### config.mk
export PLATFORM = sky130hd
export DESIGN_NAME = pbp_slave_port
export DESIGN_NICKNAME = d
export VERILOG_FILES = /design/src/verilog/pbp_pkg.sv /design/src/verilog/pbp_fifo.sv /design/src/verilog/pbp_slave_port.sv
export VERILOG_INCLUDE_DIRS = /design/src /design/src/verilog
export SDC_FILE = /design/constraint.sdc
export NUM_CORES = 1
export LEC_CHECK = 0
export BUFFER_PORTS_ARGS = -buffer_cell sky130_fd_sc_hd__buf_2
export CAP_MARGIN = 10
export CELL_PAD_IN_SITES_DETAIL_PLACEMENT = 0
export CELL_PAD_IN_SITES_GLOBAL_PLACEMENT = 1
export CORE_MARGIN = 2
export CORE_UTILIZATION = 30
export DETAILED_ROUTE_END_ITERATION = 16
export PLACE_DENSITY_LB_ADDON = 0.12
export SLEW_MARGIN = 20
export SYNTH_ARGS = -nofsm -noshare
export SYNTH_HDL_FRONTEND = slang
export SYNTH_SLANG_ARGS = --single-unit
### constraint.sdc
create_clock -name ref_clk -period 5.8 [get_ports ref_clk]
set_input_delay 0.29 -clock ref_clk [delete_from_list [all_inputs] [get_ports ref_clk]]
set_output_delay 0.29 -clock ref_clk [all_outputs]
set_load 0.01 [all_outputs]
### src/verilog/pbp_cfg.svh
`ifndef PBP_CFG_SVH
`define PBP_CFG_SVH

// Control word fields
`define PBP_CTL_ON_BIT     15
`define PBP_CTL_RDPOL_BIT  0
`define PBP_CTL_WRPOL_BIT  1
`define PBP_CTL_CS1POL_BIT 3
`define PBP_CTL_CSF_MSB    7
`define PBP_CTL_CSF_LSB    6

// Mode word fields
`define PBP_MODE_BUSY_BIT  15
`define PBP_MODE_IRQM_MSB  14
`define PBP_MODE_IRQM_LSB  13
`define PBP_MODE_ADDRESS_INCREMENT_FIELD_MSB  12
`define PBP_MODE_ADDRESS_INCREMENT_FIELD_LSB  11
`define PBP_MODE_MODE_MSB  9
`define PBP_MODE_MODE_LSB  8

// Field encodings
`define PBP_MODE_LEGACY    2'h0
`define PBP_MODE_ADDRESSED 2'h1
`define PBP_ADDRESS_INCREMENT_FIELD_BUFFERED  2'h3
`define PBP_IRQM_BUF3      2'h2
`define PBP_BUF_FIRST      2'h0
`define PBP_BUF_LAST       2'h3
`define PBP_BUF_STEP       2'h1

// Sizes and counts
`define PBP_BYTE_W         8
`define PBP_WORD_W         32
`define PBP_CTL_W          16
`define PBP_FIFO_DEPTH     16
`define PBP_MASTER_OP_CYC  2'h3
`define PBP_OP_STEP        2'h1

`endif

### src/verilog/pbp_pkg.sv
package pbp_pkg;

    typedef enum logic [2:0] {
        PBP_IDLE  = 3'b001,
        PBP_WRITE = 3'b010,
        PBP_READ  = 3'b100
    } pbp_acc_t;

    typedef logic [1:0] pbp_sel_t;

endpackage : pbp_pkg

### src/verilog/pbp_fifo.sv
`timescale 1ns/1ns

module pbp_fifo #(
    parameter int WIDTH = 10,
    parameter int DEPTH = 16
) (
    // Clock and reset
    input  wire logic             ref_clk,
    input  wire logic             rst,
    // Fill side
    input  wire logic             inValid,
    output logic                  inReady,
    input  wire logic [WIDTH-1:0] inData,
    // Drain side
    output logic                  outValid,
    input  wire logic             outReady,
    output logic [WIDTH-1:0]      outData
);
    localparam int AW = $clog2(DEPTH);

    logic [WIDTH-1:0] mem_r [DEPTH];
    logic [AW-1:0]    wrIdx_r, wrIdx_nxt;
    logic [AW-1:0]    rdIdx_r, rdIdx_nxt;
    logic [AW:0]      count_r, count_nxt;
    logic             outValid_r, outValid_nxt;
    logic [WIDTH-1:0] outData_r, outData_nxt;
    logic             push, pop;

    assign inReady  = (count_r != (AW+1)'(DEPTH));
    assign outValid = outValid_r;
    assign outData  = outData_r;

    always_comb begin
        push         = inValid && inReady;
        pop          = (count_r != '0) && (!outValid_r || outReady);
        wrIdx_nxt    = push ? wrIdx_r + 1'b1 : wrIdx_r;
        rdIdx_nxt    = pop ? rdIdx_r + 1'b1 : rdIdx_r;
        count_nxt    = count_r + (AW+1)'(push) - (AW+1)'(pop);
        outValid_nxt = pop ? 1'b1 : (outReady ? 1'b0 : outValid_r);
        outData_nxt  = pop ? mem_r[rdIdx_r] : outData_r;
    end

    // Storage entries
    for (genvar i = 0; i < DEPTH; i++) begin : g_entry
        always_ff @(posedge ref_clk) begin
            if (push && wrIdx_r == AW'(i)) begin
                mem_r[i] <= inData;
            end
        end
    end

    always_ff @(posedge ref_clk) begin
        if (rst) begin
            wrIdx_r    <= '0;
            rdIdx_r    <= '0;
            count_r    <= '0;
            outValid_r <= 1'b0;
            outData_r  <= '0;
        end else begin
            wrIdx_r    <= wrIdx_nxt;
            rdIdx_r    <= rdIdx_nxt;
            count_r    <= count_nxt;
            outValid_r <= outValid_nxt;
            outData_r  <= outData_nxt;
        end
    end
endmodule : pbp_fifo

### src/verilog/pbp_slave_port.sv
`timescale 1ns/1ns
`include "pbp_cfg.svh"

// Operation
// - Mode 00 with increment field not 11 gives legacy single-byte slave
// - Mode 00 with increment field 11 gives buffered slave
// - Mode 01 gives addressable slave
// - One byte per access, eight lines
// - Slave mode owns select, strobes, data pins
// - Polarity bit 1 high, 0 low
// - Master strobes asynchronously; inputs synchronised
// - Buffered mode has four read/write buffers
// - Writes land in input, reads from output
// - Buffers 0..3 from low byte upward
// - Addressable mode samples two address inputs
// - Address value selects matching byte buffer
// - Busy shown at mode status bit 15
// - Chip selects reusable as high address
// - Clearing on bit stops and resets port
// - Interrupt per byte, or buffer 3 only
// - Busy all but last cycle; starts ignored
module pbp_slave_port
    import pbp_pkg::*;
#(
    parameter int FIFO_DEPTH = `PBP_FIFO_DEPTH
) (
    // Clock and reset
    input  wire logic                     ref_clk,
    input  wire logic                     rst,
    // Configuration words
    input  wire logic [`PBP_CTL_W-1:0]    portControl,
    input  wire logic [`PBP_CTL_W-1:0]    portMode,
    output logic [`PBP_CTL_W-1:0]         modeStatus,
    // External master pins
    input  wire logic                     chipSelectOne,
    input  wire logic                     readStrobe,
    input  wire logic                     writeStrobe,
    input  wire logic [1:0]               portAddressLines,
    input  wire logic [`PBP_BYTE_W-1:0]   portDataIn,
    output logic [`PBP_BYTE_W-1:0]        portDataOut,
    output logic                          portDataOe,
    output logic                          slaveOwnsPins,
    output logic [1:0]                    highAddressOut,
    // Core side registers
    input  wire logic [`PBP_WORD_W-1:0]   outputDataRegister,
    output logic [`PBP_WORD_W-1:0]        inputDataRegister,
    output logic                          portInterruptFlag,
    output logic                          writeOverflow,
    output pbp_pkg::pbp_acc_t             accessState,
    // Master operation request
    input  wire logic                     masterStart,
    input  wire logic [1:0]               masterAddrHigh,
    // Received byte stream
    output logic                          rxValid,
    input  wire logic                     rxReady,
    output logic [`PBP_BYTE_W+1:0]        rxData
);
    import pbp_pkg::*;

    // ----------------------------------------
    // Pin synchronisers
    // ----------------------------------------
    logic                   csS1_r, csS2_r, rdS1_r, rdS2_r, wrS1_r, wrS2_r;
    logic [1:0]             adS1_r, adS2_r;
    logic [`PBP_BYTE_W-1:0] dS1_r, dS2_r;

    always_ff @(posedge ref_clk) begin
        csS1_r <= chipSelectOne;
        csS2_r <= csS1_r;
        rdS1_r <= readStrobe;
        rdS2_r <= rdS1_r;
        wrS1_r <= writeStrobe;
        wrS2_r <= wrS1_r;
        adS1_r <= portAddressLines;
        adS2_r <= adS1_r;
        dS1_r  <= portDataIn;
        dS2_r  <= dS1_r;
    end

    // ----------------------------------------
    // State
    // ----------------------------------------
    logic                   on_r, on_nxt;
    logic [1:0]             mode_r, mode_nxt, address_increment_field_r, address_increment_field_nxt, irqm_r, irqm_nxt, csf_r, csf_nxt;
    logic                   rdPol_r, rdPol_nxt, wrPol_r, wrPol_nxt, csPol_r, csPol_nxt;
    pbp_acc_t               state_r, state_nxt;
    pbp_sel_t               accSel_r, accSel_nxt, rdPtr_r, rdPtr_nxt, wrPtr_r, wrPtr_nxt;
    logic [`PBP_BYTE_W-1:0] wrByte_r, wrByte_nxt, dataOut_r, dataOut_nxt;
    logic [`PBP_WORD_W-1:0] inData_r, inData_nxt;
    logic                   oe_r, oe_nxt, intFlag_r, intFlag_nxt, ovf_r, ovf_nxt;
    logic                   own_r, own_nxt, pend_r, pend_nxt;
    logic [`PBP_BYTE_W+1:0] pendData_r, pendData_nxt;
    logic [1:0]             opCnt_r, opCnt_nxt, hiAddr_r, hiAddr_nxt;
    logic [`PBP_CTL_W-1:0]  status_r, status_nxt;

    logic isLegacy, isBuffered, isAddressed, isSlave, isMaster;
    logic csAct, rdAct, wrAct, wrCommit, rdCommit, fifoReady;
    pbp_sel_t selNow;

    always_comb begin
        // Config is only taken while the port is off, so a live port never sees a half-written setup
        on_nxt    = portControl[`PBP_CTL_ON_BIT];
        mode_nxt  = on_r ? mode_r  : portMode[`PBP_MODE_MODE_MSB:`PBP_MODE_MODE_LSB];
        address_increment_field_nxt  = on_r ? address_increment_field_r  : portMode[`PBP_MODE_ADDRESS_INCREMENT_FIELD_MSB:`PBP_MODE_ADDRESS_INCREMENT_FIELD_LSB];
        irqm_nxt  = on_r ? irqm_r  : portMode[`PBP_MODE_IRQM_MSB:`PBP_MODE_IRQM_LSB];
        csf_nxt   = on_r ? csf_r   : portControl[`PBP_CTL_CSF_MSB:`PBP_CTL_CSF_LSB];
        rdPol_nxt = on_r ? rdPol_r : portControl[`PBP_CTL_RDPOL_BIT];
        wrPol_nxt = on_r ? wrPol_r : portControl[`PBP_CTL_WRPOL_BIT];
        csPol_nxt = on_r ? csPol_r : portControl[`PBP_CTL_CS1POL_BIT];

        isLegacy    = (mode_r == `PBP_MODE_LEGACY) && (address_increment_field_r != `PBP_ADDRESS_INCREMENT_FIELD_BUFFERED);
        isBuffered  = (mode_r == `PBP_MODE_LEGACY) && (address_increment_field_r == `PBP_ADDRESS_INCREMENT_FIELD_BUFFERED);
        isAddressed = (mode_r == `PBP_MODE_ADDRESSED);
        isSlave     = on_r && (isLegacy || isBuffered || isAddressed);
        isMaster    = on_r && !isSlave;

        // Polarity 1 means active high
        csAct = isSlave && (csS2_r ~^ csPol_r);
        rdAct = csAct && (rdS2_r ~^ rdPol_r);
        wrAct = csAct && (wrS2_r ~^ wrPol_r);

        // Buffer pick at access start
        selNow = isAddressed ? adS2_r : (isBuffered ? wrPtr_r : `PBP_BUF_FIRST);
        if (isBuffered && !wrAct) begin
            selNow = rdPtr_r;
        end

        state_nxt   = state_r;
        accSel_nxt  = accSel_r;
        wrByte_nxt  = wrByte_r;
        rdPtr_nxt   = rdPtr_r;
        wrPtr_nxt   = wrPtr_r;
        inData_nxt  = inData_r;
        wrCommit    = 1'b0;
        rdCommit    = 1'b0;
        unique case (state_r)
            PBP_IDLE: begin
                if (wrAct) begin
                    state_nxt  = PBP_WRITE;
                    accSel_nxt = selNow;
                end else if (rdAct) begin
                    state_nxt  = PBP_READ;
                    accSel_nxt = selNow;
                end
            end
            PBP_WRITE: begin
                if (wrAct) begin
                    wrByte_nxt = dS2_r;
                end else begin
                    wrCommit  = 1'b1;
                    state_nxt = PBP_IDLE;
                end
            end
            PBP_READ: begin
                if (!rdAct) begin
                    rdCommit  = 1'b1;
                    state_nxt = PBP_IDLE;
                end
            end
        endcase

        if (wrCommit) begin
            inData_nxt[accSel_r*`PBP_BYTE_W +: `PBP_BYTE_W] = wrByte_r;
            if (isBuffered) begin
                wrPtr_nxt = wrPtr_r + `PBP_BUF_STEP;
            end
        end
        if (rdCommit && isBuffered) begin
            rdPtr_nxt = rdPtr_r + `PBP_BUF_STEP;
        end

        oe_nxt      = (state_nxt == PBP_READ);
        dataOut_nxt = outputDataRegister[accSel_nxt*`PBP_BYTE_W +: `PBP_BYTE_W];
        intFlag_nxt = (wrCommit || rdCommit)
                      && (isLegacy || irqm_r != `PBP_IRQM_BUF3 || accSel_r == `PBP_BUF_LAST);

        // Written byte waits here while the stream side stalls
        pend_nxt     = wrCommit || (pend_r && !fifoReady);
        pendData_nxt = wrCommit ? {accSel_r, wrByte_r} : pendData_r;
        ovf_nxt      = ovf_r || (wrCommit && pend_r && !fifoReady);

        own_nxt = isSlave;

        // Master op: busy for all but its last cycle
        opCnt_nxt = (opCnt_r != '0) ? opCnt_r - `PBP_OP_STEP : opCnt_r;
        if (isMaster && masterStart && opCnt_r == '0) begin
            opCnt_nxt = `PBP_MASTER_OP_CYC - `PBP_OP_STEP;
        end
        hiAddr_nxt = isMaster ? (masterAddrHigh & ~csf_r) : 2'h0;

        status_nxt = portMode;
        status_nxt[`PBP_MODE_BUSY_BIT] = (opCnt_nxt != '0);
    end

    always_ff @(posedge ref_clk) begin
        // Off port keeps only its config registers
        if (rst || !on_r) begin
            state_r    <= PBP_IDLE;
            accSel_r   <= `PBP_BUF_FIRST;
            rdPtr_r    <= `PBP_BUF_FIRST;
            wrPtr_r    <= `PBP_BUF_FIRST;
            wrByte_r   <= '0;
            inData_r   <= '0;
            dataOut_r  <= '0;
            oe_r       <= 1'b0;
            intFlag_r  <= 1'b0;
            ovf_r      <= 1'b0;
            pend_r     <= 1'b0;
            pendData_r <= '0;
            own_r      <= 1'b0;
            opCnt_r    <= '0;
            hiAddr_r   <= 2'h0;
            status_r   <= '0;
        end else begin
            state_r    <= state_nxt;
            accSel_r   <= accSel_nxt;
            rdPtr_r    <= rdPtr_nxt;
            wrPtr_r    <= wrPtr_nxt;
            wrByte_r   <= wrByte_nxt;
            inData_r   <= inData_nxt;
            dataOut_r  <= dataOut_nxt;
            oe_r       <= oe_nxt;
            intFlag_r  <= intFlag_nxt;
            ovf_r      <= ovf_nxt;
            pend_r     <= pend_nxt;
            pendData_r <= pendData_nxt;
            own_r      <= own_nxt;
            opCnt_r    <= opCnt_nxt;
            hiAddr_r   <= hiAddr_nxt;
            status_r   <= status_nxt;
        end
        if (rst) begin
            on_r    <= 1'b0;
            mode_r  <= `PBP_MODE_LEGACY;
            address_increment_field_r  <= 2'h0;
            irqm_r  <= 2'h0;
            csf_r   <= 2'h0;
            rdPol_r <= 1'b0;
            wrPol_r <= 1'b0;
            csPol_r <= 1'b0;
        end else begin
            on_r    <= on_nxt;
            mode_r  <= mode_nxt;
            address_increment_field_r  <= address_increment_field_nxt;
            irqm_r  <= irqm_nxt;
            csf_r   <= csf_nxt;
            rdPol_r <= rdPol_nxt;
            wrPol_r <= wrPol_nxt;
            csPol_r <= csPol_nxt;
        end
    end

    // ----------------------------------------
    // Received byte stream
    // ----------------------------------------
    pbp_fifo #(
        .WIDTH (`PBP_BYTE_W + 2),
        .DEPTH (FIFO_DEPTH)
    ) u_rx_fifo (
        .ref_clk  (ref_clk),
        .rst      (rst || !on_r),
        .inValid  (pend_r),
        .inReady  (fifoReady),
        .inData   (pendData_r),
        .outValid (rxValid),
        .outReady (rxReady),
        .outData  (rxData)
    );

    assign modeStatus        = status_r;
    assign portDataOut       = dataOut_r;
    assign portDataOe        = oe_r;
    assign slaveOwnsPins     = own_r;
    assign highAddressOut    = hiAddr_r;
    assign inputDataRegister = inData_r;
    assign portInterruptFlag = intFlag_r;
    assign writeOverflow     = ovf_r;
    assign accessState       = state_r;
endmodule : pbp_slave_port

==> summary.md <==
| Metric | Value |
|---|---|
| CP cell instances | buf_4 > nor2b_1 > o2111ai_2 > a2bb2oi_2 > a311oi_1 > o211ai_1 |
| Reg-to-reg startpoint | on_r |
| CP endpoint kind | flop |
| Setup slack after layout | 2.54 ns |
| Gr usage total | 14.4% |
| Syn-to-layout area delta | 23.3% |
| Htree depth | 2 |
| Layout Nets | 1156 |
| Reg2reg setup slack | 2.54 ns |
| Starting Density | 30.6% |
| R2r endpoint | portDataOut[3] |
| Dpl ws | 2.52 ns |
| Die width | 206 um |
| Wirelength per Cell | 18.4 um |
| Row count | 73 |
| Cts hold-fix bufs | 32 |
| Static leakage | 5.16 nW |
| Max Freq | 0.307 GHz |
| Placed inst area | 13500 um2 |
| Ys flop type | edfxtp_1 |
| Max FO, Critical Path | 17 |
| Leading area contributor after synthesis | edfxtp_1 |
| Count leader, synth | edfxtp_1 |
| Cts repair resizes | 0 |
| Max VDD drop | 0.000166 V |
| Worst path max stage delay | 0.82 ns |
| Post-Place Cells | 1508 |
| Vias in the first global route | 7744 |
| Via count | 7615 |
| Hold Path Sink | csPol_r |
| Largest cells by area after synthesis | edfxtp_1, dfxtp_1, mux4_2 |
| Status | finished, final reports clean |
| CTS Buffer Depth | 3 |
| Core ar. | 40000 um2 |
| DIE HEIGHT | 206 um |
| Initial antenna violation count | 0 |
| Syn_nets | 981 |
| Post-CTS Setup Bufs | 0 |
| GRT overflow | 0 |
| Clock sink total | 314 |
| Pwr dens | 316 nW/um2 |
| Post-synthesis async set-or-reset flop share | 0% |
| Finished Cell Area | 15100 um2 |
| Post-Syn Area | 12200 um2 |
| Post-Syn Instances | 880 |
| CTS tree | done |
| DP HPWL | 18900 um |
| Crit path max-delay family | compound AO/OA/AOI/OAI gates |
| Vias/cell | 4.74 |
| Top cells by count, synth | edfxtp_1, dfxtp_1, nor2_1 |
| Synth Area per Inst | 13.9 um2 |
| RSZ-0062 raised after global routing | no |
| First DRT Iteration DRCs | 422 |
| Clk_skew | 0.0248 ns |
| Slowest CP cell | a2bb2oi_2 |
| Sum Neg Setup Slack | 0 ns |
| Max Cap Violations | 0 |
| Power, Total | 4.76 mW |
| Final antenna-violating net count | 0 |
| Final hold vios | 0 |
| Crit path buf inv count | 1 |
| Worst-path clk slew | 0.06 ns |
| Hold WC Path Type | primary input to flop |
| Clk Latency, worst-skew pair | 0.53 ns |
| Startpoint of the worst hold path | portControl[3] |
| DRC viols | 0 |
| WP data arrival | 3.70 ns |
| Worst reg-to-reg path cell count | 6 |
| GPL Wtd Cong | 0.718 |
| Die area | 42400 um2 |
| Post-Route WL | 29600 um |
| Fill cell count | 3910 |
| Hold path cells | 3 |
| Synth top area share | 39.3% |
| Minimum clock period | 3.26 ns |
| CTS buffer count | 37 |
| Startpoint types | flop |
| Port Buf Inserts | 147 |
| Number of flops mapped to enable cells by yosys | 160 |
| Fin. max-slew vios | 0 |
| Ant. Diodes | 0 |
| Ratio of cells with drive above 1 in the final layout | 27.0% |
| Fin cells | 1608 |
| DRT Pass-1 Iters | 5 |
| Pin count of the biggest net entering global routing | 87 |
| Slew @ Worst Pin | 0.992 ns |
| Fin crit share | 56.1% |
| Sequential share of the synthesized area | 64.5% |
| Worst Path Required | 6.24 ns |
| Setup CP Type | flop to flop |
| I/O pin count | 159 |
| FF+latch count, synth | 314 |
| # setup viols final | 0 |
| Worst relative slew slack | 33.6% |
| First-pass GRT wire length | 46600 um |
| Root Buffer | clkbuf_16 |
| Synth unique cells | 57 |
| Synth warn | 0 |
==> metrics by stage <==
step	util, %	hold WS, ns
after global placement	33.7	0.312
after global routing	37.7	0.0137
final	37.7	0.0274
after detailed placement	33.7	0.312
after CTS	37.6	0.0122
after floorplan	-	0.310
==> worst max path at each step <==
stage | slack (ns) | endpoint | cells past startpoint | from
after floorplan | 3.07 | u_rx_fifo.count_r[4] | 15 | u_rx_fifo.count_r[3]
after global placement | 2.52 | u_rx_fifo.count_r[4] | 13 | u_rx_fifo.count_r[2]
after detailed placement | 2.52 | u_rx_fifo.count_r[4] | 13 | u_rx_fifo.count_r[2]
after CTS | 2.51 | u_rx_fifo.count_r[4] | 13 | u_rx_fifo.count_r[2]
after global routing | 2.30 | portDataOut[3] | 6 | on_r
final | 2.54 | portDataOut[3] | 6 | on_r
==> where the power goes <==
group / internal [mW] / switching [mW] / leakage, nW / total [mW]
Combinational: 0.0574 / 0.0611 / 1.97 / 0.119
Clock: 1.38 / 0.921 / 0.617 / 2.30
Sequential: 2.33 / 0.0103 / 2.57 / 2.34
==> routing by layer <==
layer	global-route usage (%)	wire (um)	vias up
li1	-	-	3662
met1	20.1	13900	3730
met2	22.5	13600	195
met3	3.34	1670	28
met4	3.55	385	0
met5	0	0	-
==> cell type report <==
cell class	count	area, um2	share of cell area (%)
flip-flops and latches	314	7890	52.3
multi-input cells	487	4040	26.8
well taps	525	657	4.36
clock buffers	53	1110	7.35
clock inverters	14	120	0.797
inverters	22	82.6	0.548
repair buffers	193	1180	7.83
==> registers in the layout (all words and copies together) (netlist names), 3 cells and up, named ones only <==
signal,cells
portDataOut,8
u_rx_fifo.wrIdx_r,4
u_rx_fifo.count_r,5
accessState,3
u_rx_fifo.rdIdx_r,4
dS1_r,8
u_rx_fifo.mem_r,160
pendData_r,10
modeStatus,16
dS2_r,8
u_rx_fifo.outData,10
inputDataRegister,32
wrByte_r,8
==> logic make-up (layout without fill, tap and decap cells) <==
logic type	after synthesis	count (layout)	synth area share, %
DFF	314	314	64.5
and+or+nand+nor	247	247	10.3
AOI/OAI and AO/OA	112	112	6.50
muxes	91	91	12.6
buffers and inverters	79	282	2.77
xor gates and xnor gates	19	19	1.42
adders and majority gates	18	18	1.90
==> tightest hold or removal path, delay by kind of cell <==
family | cells | cell delay, ns
buf+inv | 1 | 0.08
simple gates | 1 | 0.08
mux | 1 | 0.05
==> cells in the final DEF, fill, tap and decap left out, types with 28 or more instances in the layout <==
cell,n
dfxtp_1,152
mux2i_1,41
a21oi_1,44
edfxtp_1,160
nor2_1,79
nand2_1,54
and2_1,28
mux4_2,50
buf_2,147
nand4_1,36
dlygate4sd3_1,32
clkbuf_16,39
Note: power is estimated with default switching activity, not from simulation.
